[config.mk]
export PLATFORM = sky130hd
export DESIGN_NAME = ascp_port
export DESIGN_NICKNAME = d
export VERILOG_FILES = /design/src/design/ascp_pkg.sv /design/src/design/ascp_sync.sv /design/src/design/ascp_port.sv
export VERILOG_INCLUDE_DIRS = /design/src /design/src/design
export SDC_FILE = /design/constraint.sdc
export NUM_CORES = 1
export LEC_CHECK = 0
export ABC_AREA = 1
export BUFFER_PORTS_ARGS = -buffer_cell sky130_fd_sc_hd__buf_4
export CAP_MARGIN = 20
export CORE_MARGIN = 2
export CORE_UTILIZATION = 25
export CTS_BUF_LIST = sky130_fd_sc_hd__clkbuf_2 sky130_fd_sc_hd__clkbuf_4 sky130_fd_sc_hd__clkbuf_8
export DETAILED_ROUTE_END_ITERATION = 8
export GPL_TIMING_DRIVEN = 0
export PLACE_DENSITY = 0.44
export SYNTH_ARGS = -nofsm -noshare
export SYNTH_HDL_FRONTEND = slang
export SYNTH_HIERARCHICAL = 1
export SYNTH_SLANG_ARGS = --single-unit
[constraint.sdc]
create_clock -name i_core_clk -period 1.9 [get_ports i_core_clk]
set_input_delay 0.095 -clock i_core_clk [delete_from_list [all_inputs] [get_ports i_core_clk]]
set_output_delay 0.095 -clock i_core_clk [all_outputs]
set_load 0.1 [all_outputs]
[src/design/ascp_defines.svh]
// timing counts and code constants of the serial conversion port
`ifndef ASCP_DEFINES_SVH
`define ASCP_DEFINES_SVH
`define ASCP_RES_BITS 13
`define ASCP_CFG_BITS 5
`define ASCP_CODE_MIN 13'h1000
`define ASCP_CODE_MAX 13'h0FFF
`define ASCP_SAMPLE_HALF_EDGES 3
`endif

[src/design/ascp_pkg.sv]
// types of the serial conversion port
package ascp_pkg;
	typedef enum logic [3:0] {
		ASCP_IDLE = 4'h1,
		ASCP_CFG = 4'h2,
		ASCP_SAMPLE = 4'h4,
		ASCP_CONV = 4'h8
	} ascp_state_t;
endpackage : ascp_pkg

[src/design/ascp_sync.sv]
// three-stage pin synchroniser with agreement of the last two stages
`timescale 1ns/10ps
`default_nettype none
module ascp_sync #(
	parameter logic RST_VAL = 1'b0
) (
	// clock and reset
	input wire logic i_core_clk,
	input wire logic i_rst,
	// pin and clean level
	input wire logic i_pin,
	output logic o_level
);
	logic s1_q;
	logic s2_q;
	logic s3_q;
	always_ff @(posedge i_core_clk) begin
		if (i_rst) begin
			s1_q <= RST_VAL;
			s2_q <= RST_VAL;
			s3_q <= RST_VAL;
			o_level <= RST_VAL;
		end else begin
			s1_q <= i_pin;
			s2_q <= s1_q;
			s3_q <= s2_q;
			if (s2_q == s3_q) begin
				o_level <= s3_q;
			end
		end
	end
endmodule : ascp_sync
`default_nettype wire

[src/design/ascp_port.sv]
// serial control and result shifting of a 13-bit differential converter
// How it works
// select low starts a transaction
// select high aborts, enters standby
// host raises select between conversions
// configuration captured on serial clock rise
// output changes only on clock fall
// serial clock alone paces everything
// sampling lasts 1.5 serial clocks
// thirteen clocks resolve thirteen bits
// thirteen-bit two's complement bipolar codes
// out-of-range input saturates at extremes
// host selects pseudo-differential for bipolar
// result leaves sign bit first
// host keeps clock above minimum
// configuration layout is a parameter
`include "ascp_defines.svh"
`timescale 1ns/10ps
`default_nettype none
module ascp_port #(
	parameter int CFG_BITS = `ASCP_CFG_BITS,
	parameter int RES_BITS = `ASCP_RES_BITS,
	parameter int SGL_POS = CFG_BITS - 1
) (
	// clock and reset
	input wire logic i_core_clk,
	input wire logic i_rst,
	// serial pins
	input wire logic i_select_shutdown_n,
	input wire logic i_sclk,
	input wire logic i_sdi,
	output logic o_sdo,
	output logic o_sdo_oe,
	// analog front end: signed difference sample, wider than the code
	input wire logic signed [RES_BITS+1:0] i_analog_diff,
	// status
	output logic [CFG_BITS-1:0] o_cfg,
	output logic o_standby,
	output logic o_sampling
);
	import ascp_pkg::*;
	logic cs_n;
	logic sclk;
	logic sdi;
	logic sclk_prev_q;
	ascp_state_t state_q;
	logic [CFG_BITS-1:0] cfg_q;
	logic [$clog2(CFG_BITS+1)-1:0] cfg_cnt_q;
	logic [1:0] half_q;
	logic [4:0] bit_cnt_q;
	logic [RES_BITS-1:0] res_q;
	logic rise;
	logic fall;
	////////////////////////////////////////////////////////////////////////
	ascp_sync #(.RST_VAL(1'b1)) u_cs (.i_core_clk(i_core_clk), .i_rst(i_rst),
		.i_pin(i_select_shutdown_n), .o_level(cs_n));
	ascp_sync #(.RST_VAL(1'b0)) u_ck (.i_core_clk(i_core_clk), .i_rst(i_rst),
		.i_pin(i_sclk), .o_level(sclk));
	ascp_sync #(.RST_VAL(1'b0)) u_di (.i_core_clk(i_core_clk), .i_rst(i_rst),
		.i_pin(i_sdi), .o_level(sdi));
	always_ff @(posedge i_core_clk) begin
		if (i_rst) begin
			sclk_prev_q <= 1'b0;
		end else begin
			sclk_prev_q <= sclk;
		end
	end
	// edges of the host clock are the only timing source
	assign rise = sclk & ~sclk_prev_q;
	assign fall = ~sclk & sclk_prev_q;
	////////////////////////////////////////////////////////////////////////
	// saturating quantiser of the held analog sample
	function automatic logic [RES_BITS-1:0] quantise(input logic signed [RES_BITS+1:0] v);
		logic signed [RES_BITS+1:0] lo;
		logic signed [RES_BITS+1:0] hi;
		lo = -(RES_BITS+2)'(1 << (RES_BITS-1));
		hi = (RES_BITS+2)'((1 << (RES_BITS-1)) - 1);
		if (v < lo) begin
			quantise = `ASCP_CODE_MIN;
		end else if (v > hi) begin
			quantise = `ASCP_CODE_MAX;
		end else begin
			quantise = v[RES_BITS-1:0];
		end
	endfunction : quantise
	////////////////////////////////////////////////////////////////////////
	always_ff @(posedge i_core_clk) begin
		if (i_rst) begin
			state_q <= ASCP_IDLE;
			cfg_cnt_q <= '0;
			half_q <= 2'h0;
			bit_cnt_q <= 5'h00;
		end else if (cs_n) begin
			state_q <= ASCP_IDLE;
			cfg_cnt_q <= '0;
			half_q <= 2'h0;
			bit_cnt_q <= 5'h00;
		end else begin
			case (state_q)
				ASCP_IDLE: begin
					state_q <= ASCP_CFG;
				end
				ASCP_CFG: begin
					if (rise) begin
						cfg_cnt_q <= cfg_cnt_q + 1'b1;
						if (cfg_cnt_q == ($clog2(CFG_BITS+1))'(CFG_BITS - 1)) begin
							state_q <= ASCP_SAMPLE;
						end
					end
				end
				ASCP_SAMPLE: begin
					// acquisition spans three host clock half periods
					if (rise | fall) begin
						half_q <= half_q + 2'h1;
						if (half_q == 2'(`ASCP_SAMPLE_HALF_EDGES - 1)) begin
							state_q <= ASCP_CONV;
						end
					end
				end
				ASCP_CONV: begin
					if (fall && bit_cnt_q != 5'(RES_BITS)) begin
						bit_cnt_q <= bit_cnt_q + 5'h01;
					end
				end
				default: begin
					state_q <= ASCP_IDLE;
				end
			endcase
		end
	end
	// configuration shifted in msb first on rising edges
	always_ff @(posedge i_core_clk) begin
		if (i_rst) begin
			cfg_q <= '0;
		end else if (!cs_n && state_q == ASCP_CFG && rise) begin
			cfg_q <= {cfg_q[CFG_BITS-2:0], sdi};
		end
	end
	// hold the sample as acquisition closes, then shift out on falling edges
	always_ff @(posedge i_core_clk) begin
		if (i_rst) begin
			res_q <= '0;
			o_sdo <= 1'b0;
		end else if (cs_n) begin
			o_sdo <= 1'b0;
		end else if (state_q == ASCP_SAMPLE && (rise | fall) &&
			half_q == 2'(`ASCP_SAMPLE_HALF_EDGES - 1)) begin
			res_q <= quantise(i_analog_diff);
		end else if (state_q == ASCP_CONV && fall && bit_cnt_q != 5'(RES_BITS)) begin
			o_sdo <= res_q[RES_BITS-1];
			res_q <= {res_q[RES_BITS-2:0], 1'b0};
		end
	end
	always_ff @(posedge i_core_clk) begin
		if (i_rst) begin
			o_sdo_oe <= 1'b0;
			o_standby <= 1'b1;
			o_sampling <= 1'b0;
			o_cfg <= '0;
		end else begin
			o_sdo_oe <= !cs_n && state_q == ASCP_CONV && (fall || o_sdo_oe);
			o_standby <= cs_n;
			o_sampling <= !cs_n && state_q == ASCP_SAMPLE;
			o_cfg <= cfg_q;
		end
	end
endmodule : ascp_port
`default_nettype wire

==> impl_metrics.csv <==
group,metric,value,unit
status,status,"finished, final reports clean",
route,via_per_inst,4.114,
global_route,grt_pass1_wl,8079,um
synthesis,synth_area,0.002354,mm^2
timing,setup_viol,0,
critical_path,reg2reg_depth,9,
clocking,ctsHoldBuffers,3,
place,hpwl,3325,um
clocking,root_buffer,"clkbuf_8",
critical_path,cp_num_buf_inv,3,
floorplanning,io_pins,29,
clocking,worstSkewPairLatency,0.31,ns
critical_path,rr_startpoint,"u_ck/o_level$_SDFFE_PP0N_",
clocking,cts.htree.levels,2,
route,routed-wl-met3,185,um
synthesis,syn_area_per_cell,7.242,um^2
synthesis,ys_ff_latch,54,
clocking,cts_num_sinks,54,
clocking,cts_resized,0,
route,routed.top_layer,"met4",
floorplanning,die_area,0.01021,mm^2
hold_path,worstHoldEndpoint,"u_di/s2_q$_SDFF_PP0_",
synthesis,yosysWarningCount,6,
critical_path,required,2.11,ns
clocking,cts_buffer_depth,2,
synthesis,synth.area.top_cells,"dfxtp_1, nand2_1, inv_1",
global_route,antenna_found_initial,0,
synthesis,syn_nets,352,
synthesis,synthCells,325,
floorplanning,start_util,0.2559,
route,drt-met1-wl,2405,um
route,drt.antenna.violating_nets,0,
global_route,grt_pass1_vias,1787,
cells_and_area,drive_gt1_frac,0.1648,
global_route,grt_usage,0.09881,
critical_path,crit_type,"flop to flop",
cells_and_area,fillers,1025,
power_and_ir_drop,leakagePower,1.352,nW
synthesis,yosys.area.top_type,"dfxtp_1",
timing,setup_slack,0.2280,ns
critical_path,start_kind,"flop",
critical_path,worstReg2RegEnd,"res_q[10]$_SDFFE_PP0P_",
hold_path,worstHoldStart,"i_rst",
route,wl,4635,um
synthesis,ys_top_cells_by_count,"nand2_1, dfxtp_1, inv_1, nor2_1, o21ai_0",
floorplanning,rows,35,
timing,final_hold_viol_count,0,
floorplanning,die_h,101.0,um
timing,maxSlewHeadroom,0.8217,
synthesis,ys_types,25,
timing,rsz0062_at_grt,"false",
place,portBuffers,28,
critical_path,crit_chain,"inv_1 -> ha_1 -> inv_1 -> nand2_1 -> nor2_4 -> buf_4 -> o21ai_0 -> nor2_1 -> nor2_1",
floorplanning,fp.coreArea,0.009196,mm^2
route,drt_iter0_drc,75,
critical_path,cp-end-kind,"flop",
synthesis,synth_edf_count,0,
clocking,numCtsBuffers,5,
cells_and_area,design_area,0.002849,mm^2
hold_path,holdPathStages,2,
synthesis,yosysSeqAreaShare,0.4593,
place,dpl_cell_area,0.002703,mm^2
cells_and_area,insertedDiodeCount,0,
cells_and_area,synthToLayoutAreaGrowth,21.05,%
route,drc_errors,0,
floorplanning,die_w,101.0,um
global_route,grt_max_degree,19,
route,firstDrtPassIters,4,
place,place_worst_setup_slack,0.2211,ns
hold_path,hold_class,"input port to flop",
power_and_ir_drop,ir_drop,297.9,uV
critical_path,critPathTopFamily,"simple AND/OR/NAND/NOR gates",
global_route,grt.overflow.total,0,
timing,skew,0.008438,ns
power_and_ir_drop,p_per_area,712.4,mW/mm^2
timing,worst_pin_slew,0.2664,ns
clocking,path_clk_slew,0.11,ns
critical_path,arrival,1.88,ns
clocking,cts_tree,"done",
synthesis,yosysMostFrequentCell,"nand2_1",
job,maxCapViolCount,0,
critical_path,crit_fanout,10,
route,dr_wl_met2,2004,um
timing,setup_tns,0,ns
route,via_count,1954,
place,gp_congestion,0.7180,
synthesis,synth_ff_type,"dfxtp_1",
route,wire_per_inst,9.758,um
timing,maxClockFrequency,598.1,MHz
critical_path,r2r_setup_slack,0.23,ns
timing,min_period,1.672,ns
synthesis,synth_top_area_frac,0.4593,
cells_and_area,final_nets,390,
clocking,post-cts-setup-buffers,0,
timing,min_period_over_period,0.8800,
synthesis,ys_async_sr_fraction,0,
critical_path,cp_slowest_cell,"dfxtp_1",
timing,slew_viol_final,0,
critical_path,cpPeakStageDelay,0.38,ns
==> through the flow <==
stage	power, mW	utilization	hold slack [ns]	std cells
after floorplan	1.212	-	0.1662	325
after global placement	1.258	0.2939	0.2775	464
after detailed placement	1.259	0.2939	0.2797	464
after CTS	2.080	0.3098	0.02828	475
after global routing	2.129	0.3098	0.04623	475
final	2.030	0.3098	0.04001	475
==> metal layers <==
metal  track usage  vias to the layer above
met2        0.1513                       30
met4       0.03119                        0
met1        0.1363                      861
li1              -                     1061
met3       0.02497                        2
met5             0                        -
==> state kept, by name (all words and copies together) (netlist names) <==
signal / count
u_ck/s3_q: 1
res_q: 13
o_cfg: 5
u_ck/s1_q: 1
u_di/s1_q: 1
sclk_prev_q: 1
u_cs/o_level: 1
o_sdo_oe: 1
u_di/s2_q: 1
cfg_cnt_q: 3
bit_cnt_q: 5
o_standby: 1
u_di/s3_q: 1
u_ck/s2_q: 1
half_q: 2
cfg_q: 5
u_ck/o_level: 1
u_cs/s3_q: 1
u_cs/s2_q: 1
o_sdo: 1
u_di/o_level: 1
o_sampling: 1
state_q: 4
u_cs/s1_q: 1
==> where the power goes <==
part	switching, mW	total (mW)	internal, mW
Clock	0.393	0.794	0.400
Combinational	0.0468	0.0940	0.0472
Sequential	0.00308	1.14	1.14
==> layout by cell type, fill, tap and decap left out, drive strengths merged, types with 2 or more instances in the layout <==
master and instances:
clkbuf 6, ha 7, dlygate4sd3 3, nor2 56
nand2 88, nand3 10, inv 49, buf 36
a21oi 19, o21bai 3, o21ai 25, or2 2
dfxtp 54
==> cells by family after synthesis <==
family	Yosys count	synth area share
AO/OA/AOI/OAI	48	0.1079
buffers and inverters	57	0.1058
AND/OR/NAND/NOR	157	0.2823
flip-flops	54	0.4593
XOR/XNOR	2	0.007444
adder cells (fa/ha/maj)	7	0.03721
==> final cells by class <==
| cell class | count | area [um^2] | area share |
|---|---|---|---|
| sequential | 54 | 1081 | 0.3794 |
| inverter | 48 | 180.2 | 0.06324 |
| tap | 111 | 138.9 | 0.04875 |
| clock inverter | 3 | 47.55 | 0.01669 |
| multi-input combinational | 214 | 1023 | 0.3592 |
| timing repair buffer | 31 | 240.2 | 0.08432 |
| clock buffer | 5 | 68.82 | 0.02415 |
| buffer | 9 | 68.82 | 0.02415 |
==> how the worst max path moves through the flow <==
| stage | startpoint | to | slack, ns | cells past startpoint |
|---|---|---|---|---|
| finish | u_ck/o_level$_SDFFE_PP0N_ | res_q[10]$_SDFFE_PP0P_ | 0.23 | 9 |
| global placement | u_ck/o_level$_SDFFE_PP0N_ | res_q[4]$_SDFFE_PP0P_ | 0.21 | 9 |
| detailed placement | u_ck/o_level$_SDFFE_PP0N_ | res_q[4]$_SDFFE_PP0P_ | 0.22 | 9 |
| global route | u_ck/o_level$_SDFFE_PP0N_ | res_q[10]$_SDFFE_PP0P_ | 0.02 | 9 |
| CTS | u_ck/o_level$_SDFFE_PP0N_ | res_q[9]$_SDFFE_PP0P_ | 0.19 | 9 |
| floorplan | u_ck/o_level$_SDFFE_PP0N_ | res_q[10]$_SDFFE_PP0P_ | 0.41 | 9 |
Power figures use the tool's default switching activity.
